===== src/rtl/rf_signal_source_routing_regs.vh =====
`ifndef RF_SIGNAL_SOURCE_ROUTING_REGS_VH
`define RF_SIGNAL_SOURCE_ROUTING_REGS_VH
// Register indices as printed, byte address is four times the index
`define TSS_INDEX 8'h16
`define RIS_INDEX 8'h17
`define TSS_ADDR 12'h058
`define RIS_ADDR 12'h05c
// Reset values
`define TSS_RESET 8'h10
`define RIS_RESET 8'h84
// Field positions
`define TSS_DRV_HI 5
`define TSS_DRV_LO 4
`define TSS_SIG_HI 3
`define TSS_SIG_LO 0
`define RIS_DEC_HI 7
`define RIS_DEC_LO 6
`define RIS_WAIT_HI 5
`define RIS_WAIT_LO 0
// Antenna driver source codes
`define DRV_TRI 2'h0
`define DRV_CODER 2'h1
`define DRV_SIGNAL_IN_PIN 2'h2
`define DRV_HIGH 2'h3
// Decoder input codes
`define DEC_LOW 2'h0
`define DEC_ENV 2'h1
`define DEC_ANALOG 2'h2
`define DEC_SIGMOD 2'h3
// Signal-out source codes
`define SO_TRI 4'h0
`define SO_LOW 4'h1
`define SO_HIGH 4'h2
`define SO_TEST 4'h3
`define SO_CODER 4'h4
`define SO_TXSER 4'h5
`define SO_RXREGEN 4'h6
`define SO_RXSER 4'h7
`define SO_B_RX 4'h8
`define SO_B_UNDOC 4'h9
`define SO_B_COMP 4'ha
`define SO_B_RES 4'hb
`define SO_A_RXC 4'hc
`define SO_A_UNDOC 4'hd
`define SO_A_RXU 4'he
`define SO_A_ENV 4'hf
// Bit clock: 13.56 MHz carrier over 128 (106 kbit) approximated by divider
`define BITCLK_DIV 10'd944
`endif


===== src/rtl/rf_signal_source_routing.v =====
`timescale 1ns/1ps
`include "rf_signal_source_routing_regs.vh"
module rf_signal_source_routing #(
  parameter BIT_CLK_DIV = 944
)
(
  input wire mclk,
  input wire rstn,
  // APB slave
  input wire psel,
  input wire penable,
  input wire pwrite,
  input wire [11:0] paddr,
  input wire [31:0] pwdata,
  output wire pready,
  output reg [31:0] prdata,
  output wire pslverr,
  // Internal sources
  input wire coderEnvelope,
  input wire txSerial,
  input wire rxSerial,
  input wire rxRegen,
  input wire analogMod,
  input wire compOut,
  input wire rxCarrier,
  input wire rxCarrierUnfilt,
  input wire rxEnvUnfilt,
  input wire testBusBit,
  input wire softPowerDown,
  input wire receiving,
  input wire highSpeed,
  input wire transmitting,
  input wire lastModPulse,
  input wire rxCommand,
  input wire rxInput,
  // Pins
  input wire signalInPin,
  output reg signalOutPin,
  output reg signalOutOe,
  output reg antennaDriverOne,
  output reg antennaDriverTwo,
  output reg antennaDriverOe,
  // Decoder side
  output reg decoderInput,
  output reg decoderInputValid,
  output reg receiverEnable,
  output reg rxInputGated,
  output wire [5:0] guardRemaining
);

  // Register storage
  reg [7:0] txSel_q;
  reg [7:0] rxSel_q;
  // Signal-in synchroniser, three stages
  reg sigIn1_q;
  reg sigIn2_q;
  reg sigIn3_q;
  reg signal_in_pin_q;
  // Bit clock divider
  reg [9:0] div_q;
  wire bitTick;
  // Guard delay state
  localparam GS_IDLE = 2'd0;
  localparam GS_WAIT = 2'd1;
  localparam GS_RX = 2'd2;
  reg [1:0] gState_q;
  reg [1:0] gState_d;
  reg [5:0] gCnt_q;
  reg [5:0] gCnt_d;
  reg txSeen_q;
  // Decoded fields
  wire [1:0] drvSel;
  wire [3:0] sigSel;
  wire [1:0] decSel;
  wire [5:0] guardCycles;
  // Bus decode
  wire wrEn;
  wire hitTx;
  wire hitRx;

  assign drvSel = txSel_q[`TSS_DRV_HI:`TSS_DRV_LO];
  assign sigSel = txSel_q[`TSS_SIG_HI:`TSS_SIG_LO];
  assign decSel = rxSel_q[`RIS_DEC_HI:`RIS_DEC_LO];
  assign guardCycles = rxSel_q[`RIS_WAIT_HI:`RIS_WAIT_LO];
  assign guardRemaining = gCnt_q;

  // Zero wait states; unmapped addresses answer with an error
  assign pready = 1'b1;
  assign hitTx = (paddr == `TSS_ADDR);
  assign hitRx = (paddr == `RIS_ADDR);
  assign pslverr = psel & penable & ~(hitTx | hitRx);
  assign wrEn = psel & penable & pwrite;

  // Register writes
  always @(posedge mclk or negedge rstn)
  begin
    if (!rstn)
    begin
      txSel_q <= `TSS_RESET;
      rxSel_q <= `RIS_RESET;
    end
    else if (wrEn)
    begin
      // Top two bits of transmit select are hardwired zero
      if (hitTx)
        txSel_q <= {2'b00, pwdata[5:0]};
      if (hitRx)
        rxSel_q <= pwdata[7:0];
    end
  end

  // Read mux, bits above the register read zero
  always @*
  begin
    prdata = 32'h00000000;
    if (hitTx)
      prdata = {24'h000000, txSel_q};
    else if (hitRx)
      prdata = {24'h000000, rxSel_q};
  end

  // Signal-in pin synchroniser; a change counts when stages two and three agree
  always @(posedge mclk or negedge rstn)
  begin
    if (!rstn)
    begin
      sigIn1_q <= 1'b0;
      sigIn2_q <= 1'b0;
      sigIn3_q <= 1'b0;
      signal_in_pin_q <= 1'b0;
    end
    else
    begin
      sigIn1_q <= signalInPin;
      sigIn2_q <= sigIn1_q;
      sigIn3_q <= sigIn2_q;
      if (sigIn2_q == sigIn3_q)
        signal_in_pin_q <= sigIn3_q;
    end
  end

  // Bit clock enable divider
  always @(posedge mclk or negedge rstn)
  begin
    if (!rstn)
      div_q <= 10'd0;
    else if (bitTick)
      div_q <= 10'd0;
    else
      div_q <= div_q + 10'd1;
  end
  assign bitTick = (div_q == BIT_CLK_DIV[9:0] - 10'd1);

  // Antenna driver routing, registered
  always @(posedge mclk or negedge rstn)
  begin
    if (!rstn)
    begin
      antennaDriverOne <= 1'b0;
      antennaDriverTwo <= 1'b0;
      antennaDriverOe <= 1'b0;
    end
    else
    begin
      // tristate only by field, power-down alone does not
      antennaDriverOe <= (drvSel != `DRV_TRI);
      case (drvSel)
        `DRV_CODER:
        begin
          antennaDriverOne <= coderEnvelope;
          antennaDriverTwo <= coderEnvelope;
        end
        `DRV_SIGNAL_IN_PIN:
        begin
          antennaDriverOne <= signal_in_pin_q;
          antennaDriverTwo <= signal_in_pin_q;
        end
        `DRV_HIGH:
        begin
          antennaDriverOne <= 1'b1;
          antennaDriverTwo <= 1'b1;
        end
        default:
        begin
          antennaDriverOne <= 1'b0;
          antennaDriverTwo <= 1'b0;
        end
      endcase
    end
  end

  // Signal-out routing, registered
  always @(posedge mclk or negedge rstn)
  begin
    if (!rstn)
    begin
      signalOutPin <= 1'b0;
      signalOutOe <= 1'b0;
    end
    else
    begin
      signalOutOe <= (sigSel != `SO_TRI);
      case (sigSel)
        `SO_LOW: signalOutPin <= 1'b0;
        `SO_HIGH: signalOutPin <= 1'b1;
        `SO_TEST: signalOutPin <= testBusBit;
        `SO_CODER: signalOutPin <= coderEnvelope;
        `SO_TXSER: signalOutPin <= txSerial;
        `SO_RXSER: signalOutPin <= rxSerial;
        // regenerated card modulation, meaningful while receiving
        `SO_RXREGEN: signalOutPin <= rxRegen & receiving;
        `SO_B_RX: signalOutPin <= rxSerial & receiving;
        `SO_B_COMP: signalOutPin <= compOut;
        `SO_B_RES: signalOutPin <= 1'b0;
        `SO_A_RXC: signalOutPin <= rxCarrier & receiving;
        `SO_A_RXU: signalOutPin <= rxCarrierUnfilt;
        `SO_A_ENV: signalOutPin <= rxEnvUnfilt;
        `SO_B_UNDOC: signalOutPin <= 1'b0;
        `SO_A_UNDOC: signalOutPin <= 1'b0;
        default: signalOutPin <= 1'b0;
      endcase
    end
  end

  // Decoder input routing, registered
  always @(posedge mclk or negedge rstn)
  begin
    if (!rstn)
    begin
      decoderInput <= 1'b0;
      decoderInputValid <= 1'b1;
    end
    else
    begin
      decoderInputValid <= 1'b1;
      case (decSel)
        `DEC_LOW: decoderInput <= 1'b0;
        `DEC_ENV: decoderInput <= signal_in_pin_q;
        `DEC_ANALOG: decoderInput <= analogMod;
        `DEC_SIGMOD:
        begin
          decoderInput <= signal_in_pin_q;
          decoderInputValid <= highSpeed;
        end
        default: decoderInput <= 1'b0;
      endcase
    end
  end

  // Guard delay next state
  always @*
  begin
    gState_d = gState_q;
    gCnt_d = gCnt_q;
    case (gState_q)
      GS_IDLE:
      begin
        if (rxCommand)
          gState_d = GS_RX;
        else if (txSeen_q && lastModPulse)
        begin
          gCnt_d = guardCycles;
          gState_d = (guardCycles == 6'd0) ? GS_RX : GS_WAIT;
        end
      end
      GS_WAIT:
      begin
        if (bitTick)
        begin
          gCnt_d = gCnt_q - 6'd1;
          if (gCnt_q == 6'd1)
            gState_d = GS_RX;
        end
      end
      GS_RX:
      begin
        // New transmission ends reception
        if (transmitting)
          gState_d = GS_IDLE;
      end
      default:
        gState_d = GS_IDLE;
    endcase
  end

  // Guard delay registers
  always @(posedge mclk or negedge rstn)
  begin
    if (!rstn)
    begin
      gState_q <= GS_IDLE;
      gCnt_q <= 6'd0;
      txSeen_q <= 1'b0;
    end
    else
    begin
      gState_q <= gState_d;
      gCnt_q <= gCnt_d;
      // Remember a transmission is in progress until its last pulse
      if (transmitting)
        txSeen_q <= 1'b1;
      else if (gState_q == GS_IDLE && lastModPulse)
        txSeen_q <= 1'b0;
    end
  end

  // Receiver enable and gated receive input
  always @(posedge mclk or negedge rstn)
  begin
    if (!rstn)
    begin
      receiverEnable <= 1'b0;
      rxInputGated <= 1'b0;
    end
    else
    begin
      receiverEnable <= (gState_d == GS_RX);
      rxInputGated <= (gState_d == GS_RX) & rxInput;
    end
  end

endmodule // rf_signal_source_routing


===== config.mk =====
export PLATFORM = sky130hd
export DESIGN_NAME = rf_signal_source_routing
export DESIGN_NICKNAME = d
export VERILOG_FILES = /design/src/rtl/rf_signal_source_routing.v
export VERILOG_INCLUDE_DIRS = /design/src /design/src/rtl
export SDC_FILE = /design/constraint.sdc
export NUM_CORES = 1
export LEC_CHECK = 0
export BUFFER_PORTS_ARGS = -buffer_cell sky130_fd_sc_hd__buf_2
export CAP_MARGIN = 20
export CORE_ASPECT_RATIO = 0.9
export CORE_UTILIZATION = 47
export CTS_CLUSTER_SIZE = 24
export DETAILED_ROUTE_END_ITERATION = 16
export GPL_TIMING_DRIVEN = 0
export MAX_ROUTING_LAYER = met4
export PLACE_DENSITY = 0.8
export SLEW_MARGIN = 0
export SYNTH_ARGS = -nofsm -noshare
export SYNTH_HDL_FRONTEND = slang
export SYNTH_SLANG_ARGS = --single-unit

===== constraint.sdc =====
create_clock -name mclk -period 2.54 [get_ports mclk]
set_clock_uncertainty 0.2 [all_clocks]
set_input_delay 0.254 -clock mclk [delete_from_list [all_inputs] [get_ports mclk]]
set_output_delay 0.254 -clock mclk [all_outputs]
set_load 0.05 [all_outputs]

After elaboration in Yosys (flattened, before gate mapping)
Cells that the tools add are included.
{"block": "classes", "n_mux": 20, "n_reduce_logical": 13, "eq_ne": 28, "n_addsub": 2, "n_bitwise": 9}
{"op": "two-way mux 32 bit", "n": 1}
{"op": "== test 12 x 7 -> 1 bit (second input constant)", "n": 2}
{"op": "== test 4 bit (second input constant)", "n": 5}
{"op": "two-way mux 6 bit", "n": 3}
{"op": "== test 4 x 3 -> 1 bit (second input constant)", "n": 4}
{"op": "== test 2 bit (second input constant)", "n": 6}
{"op": "two-way mux 2 bit", "n": 6}
{"op": "one-hot mux 6 bit (2 select lines)", "n": 1}
{"op": "one-hot mux 1 bit (11 select lines)", "n": 1}
{"op": "adder 10 x 1 -> 10 bit (second input constant)", "n": 1}
{"op": "== test 10 bit (second input constant)", "n": 1}
{"op": "two-way mux 10 bit", "n": 1}
{"op": "== test 4 x 2 -> 1 bit (second input constant)", "n": 2}
{"op": "two-way mux 8 bit", "n": 1}
{"op": "bitwise AND 1 bit", "n": 7}
{"op": "== test 2 x 1 -> 1 bit (second input constant)", "n": 3}
{"op": "== test 6 x 1 -> 1 bit (second input constant)", "n": 1}
{"op": "zero test 6 bit", "n": 1}
{"op": "!= test 2 bit (second input constant)", "n": 3}
{"op": "one-hot mux 1 bit (3 select lines)", "n": 2}
{"op": "one-hot mux 2 bit (3 select lines)", "n": 1}
{"op": "nonzero test 2 bit", "n": 3}
{"op": "subtractor 6 x 1 -> 6 bit (second input constant)", "n": 1}
{"op": "zero test 2 bit", "n": 2}
{"op": "other kinds (9)", "n": 13}
{"block": "totals", "word_cells": 90, "regBits": 45, "in_bits": 67, "out_inout_bits": 49}

Depth between registers and ports, before layout
{"block": "logic_depth", "word_depth": 7, "depth_mapped": 5, "depth_no_buf": 5}

Worst setup path before layout
Ideal clock, no wire load.
{"block": "synth_timing", "kind": "input-to-output", "from": "input port paddr[1]", "to": "output port prdata[0]", "required_time_ps": 2086, "n_path_buf": 0, "cell_stages": 3, "arrival_ps": 1641, "setup_slack_ps": 445, "path_cell_list": "or3b_4 -> nand3b_1 -> nor2_1"}
{"block": "synth_via", "elab_chain_len": 3, "word_cells_on_any_way": 4, "cone_classes": "2 x eq/ne; 2 x mux"}
{"element": "start: declaration", "line": "rf_signal_source_routing.v:13", "rtl": "input wire [11:0] paddr,"}
{"element": "== test 12 x 7 -> 1 bit (no line)"}
{"element": "two-way mux 8 bit", "line": "rf_signal_source_routing.v:118", "rtl": "else if (hitRx)"}
{"element": "two-way mux 32 bit (*)", "line": "rf_signal_source_routing.v:116", "rtl": "if (hitTx)"}
{"element": "end: declaration", "line": "rf_signal_source_routing.v:16", "rtl": "output reg [31:0] prdata,"}
Every way passes the cells marked *; elsewhere a longest branch is shown, timed or not.

Worst setup path in the final report
{"block": "layout_timing", "from": "input port paddr[1]", "to": "output port prdata[7]"}
Same word-level chain as after synthesis.

==> impl_summary.log <==
INFO  metric outcome = completed
INFO  metric cts.htree.levels = 2
INFO  metric insertion_delay = around 0.3 ns
INFO  metric grt_setup_unrepaired = false
INFO  metric min_period = about 2.2 ns
INFO  metric grt-ovfl-total = 0
INFO  metric vias_per_cell = approximately 5.1
INFO  metric grt_most_used_layer = met2
INFO  metric final_util = ~64%
INFO  metric synthCells = 239
INFO  metric drc = 0
INFO  metric cts.sinks = 45
INFO  metric max_freq = between 400 and 500 MHz
INFO  metric setup.worst_path.end_class = output port
INFO  metric number_of_buffer_cells_added_on_primary_ports = 64
INFO  metric areaGrowthSynthToFinish = 28.1%
INFO  metric worstSetupEndpoint = prdata[7]
INFO  metric drt-wirelength-per-cell = between 10 and 15 um
INFO  metric vias = about 2,100
INFO  metric antenna_found_initial = 0
INFO  metric power_frac_comb = about a third
INFO  metric setup_viol = 0
INFO  metric number_of_enable_type_register_cells_in_the_synthesized_netlist = 0
INFO  metric nets = between 400 and 500
INFO  metric die-width = between 70 and 80 um
INFO  metric wirelength = ~5.3 mm
INFO  metric worst-endpoint-required = around 2.1 ns
INFO  metric grt_start_max_net_pins = between 40 and 50
INFO  metric share_of_total_power_consumed_by_net_switching = 39.0%
INFO  metric predominant_post_synthesis_flop_cell = dfrtp_1
INFO  metric timing.hold.worst_path_depth = 2
INFO  metric clock-root-buffer = clkbuf_8
INFO  metric yosys.cell_types.count = 50
INFO  metric clock_tree_from_tritoncts = done
INFO  metric avgSynthCellArea = 10.4 um2
INFO  metric max_cap_viol_count = 0
INFO  metric detail_placement_hpwl = approximately 3.9 mm
INFO  metric critical_path_peak_fanout = 8
INFO  metric drtIter0Drc = 147
INFO  metric ys_seq_elements = 45
INFO  metric finalMaxSlewViolations = 0
INFO  metric first_global_vias = 1,998
INFO  metric r2r_slack = a little under 0.4 ns
INFO  metric yosys_synthesis_warning_count = 0
INFO  metric antenna_violating_nets_post_route = 0
INFO  metric rows = 24
INFO  metric post_cts_resize_count = 0
INFO  metric max-clock-path-buffers = 2
INFO  metric globalRouteMet1Util = 25.2%
INFO  metric critPathLaunchType = input port
INFO  metric post_cts_hold_buffer_count = 11
INFO  metric cts_inserted_buffers = 5
INFO  metric place.gp.congestion = between 0.9 and 1
INFO  metric start_util = roughly 50%
INFO  metric dr.pass1.iters = 4
INFO  metric power.internal = between 1 and 1.5 mW
INFO  metric cts_setup_buffers = 0
INFO  metric path_clk_slew = 0.07 ns
INFO  metric global_route.usage.total = between 20% and 30%
INFO  metric worst_r2r_path_depth = 5
INFO  metric critPathLaunch = paddr[1]
INFO  metric timing.critical_path.arrival = approximately 1.7 ns
INFO  metric worstReg2RegEnd = guardRemaining[4]
INFO  metric antenna_cells_inserted = 0
INFO  metric layout_cell_share_with_drive_strength_beyond_1 = between 30% and 40%
INFO  metric met3_routing_resource_usage_after_global_routing = roughly 4%
INFO  metric min-delay-path-class = in2reg
INFO  metric finalHoldViolations = 0
INFO  metric wire_length_of_the_first_global_routing_pass = between 8 and 9 mm
INFO  metric count_of_boundary_i_o_pins = 116
INFO  metric synth.cell_area = between 0.002 and 0.0025 mm2
INFO  metric total_leakage_power = around 1.6 nW
INFO  metric power-per-cell-area = ~590 mW/mm2
INFO  metric max-slew-margin-rel = a little under three fifths
INFO  metric power.ir.vdd_worst = 0.000484 V
INFO  metric critPathKind = in2out
INFO  metric async_reset_ff_share = 100%
INFO  metric layout_worst_path_cycle_share = a little under nine tenths
INFO  metric grt_util_met2 = between 30% and 40%
INFO  metric finalSetupTns = 0 ns
INFO  metric num-fill-cells = 430
INFO  metric power.share.sequential = a little under half
INFO  metric r2r-start = div_q[0]
INFO  metric total_switching_power = 0.740 mW
INFO  metric synth.yosys.seq_area_share = roughly 45%
INFO  metric core = approximately 0.005 mm2
INFO  metric tightest_slew = between 0.6 and 0.7 ns
INFO  metric fp.dieArea = roughly 0.0056 mm2
INFO  metric die_height = about 70 um
INFO  metric power.clock.fraction = between 20% and 30%
==> metal layers <==
layer | share of wire [%] | vias up
li1 | - | 1014
met1 | 43 | 989
met2 | 50 | 77
met3 | 5.3 | 8
met4 | 1.8 | 0
met5 | 0 | -
==> cells in the mapped netlist, drive strengths merged, types with 2 or more instances <==
library cell	n	share of area, %
a21oi	8	1.6
and2	2	0.50
and3	7	1.8
buf	28	8.5
clkbuf	4	0.60
conb	2	0.30
dfrtp	41	41
dfstp	4	4.2
ha	3	1.5
inv	5	0.75
mux2	15	8.0
mux2i	9	3.6
nand2	18	2.7
nand2b	4	1.0
nand3	11	2.2
nand3b	3	0.90
nand4b	4	1.4
nand4bb	2	0.90
nor2	21	3.2
nor4	6	3.0
o21ai	11	2.2
o221ai	3	1.1
o31ai	2	0.60
or4	3	1.1
xor2	4	1.4
==> worst min-delay path by stage <==
stage	startpoint	end
final	rxInput	rxInputGated
after CTS	pwdata[0]	rxSel_q[0]
after global placement	sigIn1_q	sigIn2_q
after detailed placement	sigIn1_q	sigIn2_q
after floorplan	rstn	antennaDriverOe
after global routing	pwdata[0]	rxSel_q[0]
==> sequential cells by signal, summed over array words and instances, names as in the netlist <==
name,cells
signalOutOe,1
decoderInputValid,1
decoderInput,1
gState_q,2
rxInputGated,1
sigIn3_q,1
antennaDriverTwo,1
antennaDriverOe,1
signal_in_pin_q,1
guardRemaining,6
div_q,10
signalOutPin,1
sigIn2_q,1
txSel_q,6
rxSel_q,8
sigIn1_q,1
receiverEnable,1
txSeen_q,1
==> layout by cell type, fill, tap and decap left out, types with 2 or more instances in the layout <==
master,n
nor4_4,2
buf_4,26
and2_1,2
mux2_2,7
and3_1,7
nor4_1,3
nor2_1,21
a21oi_1,8
nand2b_1,4
conb_1,25
mux2_4,8
o221ai_1,3
nand4b_1,4
nand2_1,18
dfrtp_1,41
nand3b_1,3
o21ai_0,11
clkbuf_8,5
inv_1,5
o31ai_1,2
nand4bb_1,2
xor2_1,4
dlygate4sd3_1,11
buf_2,65
nand3_1,11
ha_1,3
mux2i_1,9
dfstp_2,4
clkinv_2,2
or4_1,2
clkbuf_1,5
==> layout make-up <==
cell class              instances  area [um2]  area share (%)
clock buffers                   6        72.6            2.27
inverters                       5        18.8           0.587
multi-input cells             180        1210            37.7
flip-flops and latches         45        1130            35.4
repair buffers                 76         450            14.1
well taps                      65        81.3            2.54
plain buffers                  32         226            7.08
clock inverters                 2        10.0           0.313
==> logic make-up (layout without fill, tap and decap cells) <==
kind of cell    count (synthesis)  count (layout)  share of synthesized area [%]
buf+inv                        37             121                           9.82
compound gates                 32              32                           7.87
other cells                     2              25                          0.301
flops                          45              45                           45.3
fa+ha+maj                       4               4                           1.90
xor+xnor                        5               5                           1.75
mux                            24              24                           11.6
simple gates                   90              90                           21.5
==> critical path: stages <==
cell      delay, ns
buf_2          0.10
or3b_4         0.41
nand3b_1       0.35
inv_1          0.16
and3_1         0.17
buf_2          0.27
==> through the flow <==
step | area (um2) | hold WS [ns] | setup slack [ns] | total power, mW | std cells
after floorplan | 2580 | -0.242 | 0.445 | 1.31 | 262
after global placement | 2980 | 0.134 | 0.446 | 1.45 | 391
after detailed placement | 2980 | 0.147 | 0.423 | 1.46 | 391
after CTS | 3180 | 0.00667 | 0.409 | 1.90 | 410
after global routing | 3200 | 0.00344 | 0.212 | 1.99 | 411
final | 3200 | 0.0126 | 0.378 | 1.90 | 411
==> power groups by stage <==
stage / Clock, mW / Combinational (mW) / Sequential (mW)
after floorplan: 0 / 0.279 / 1.03
after global placement: 0 / 0.588 / 0.864
after detailed placement: 0 / 0.593 / 0.868
after CTS: 0.432 / 0.612 / 0.856
after global routing: 0.460 / 0.662 / 0.872
final: 0.420 / 0.618 / 0.858
Note: power is estimated with default switching activity, not from simulation.
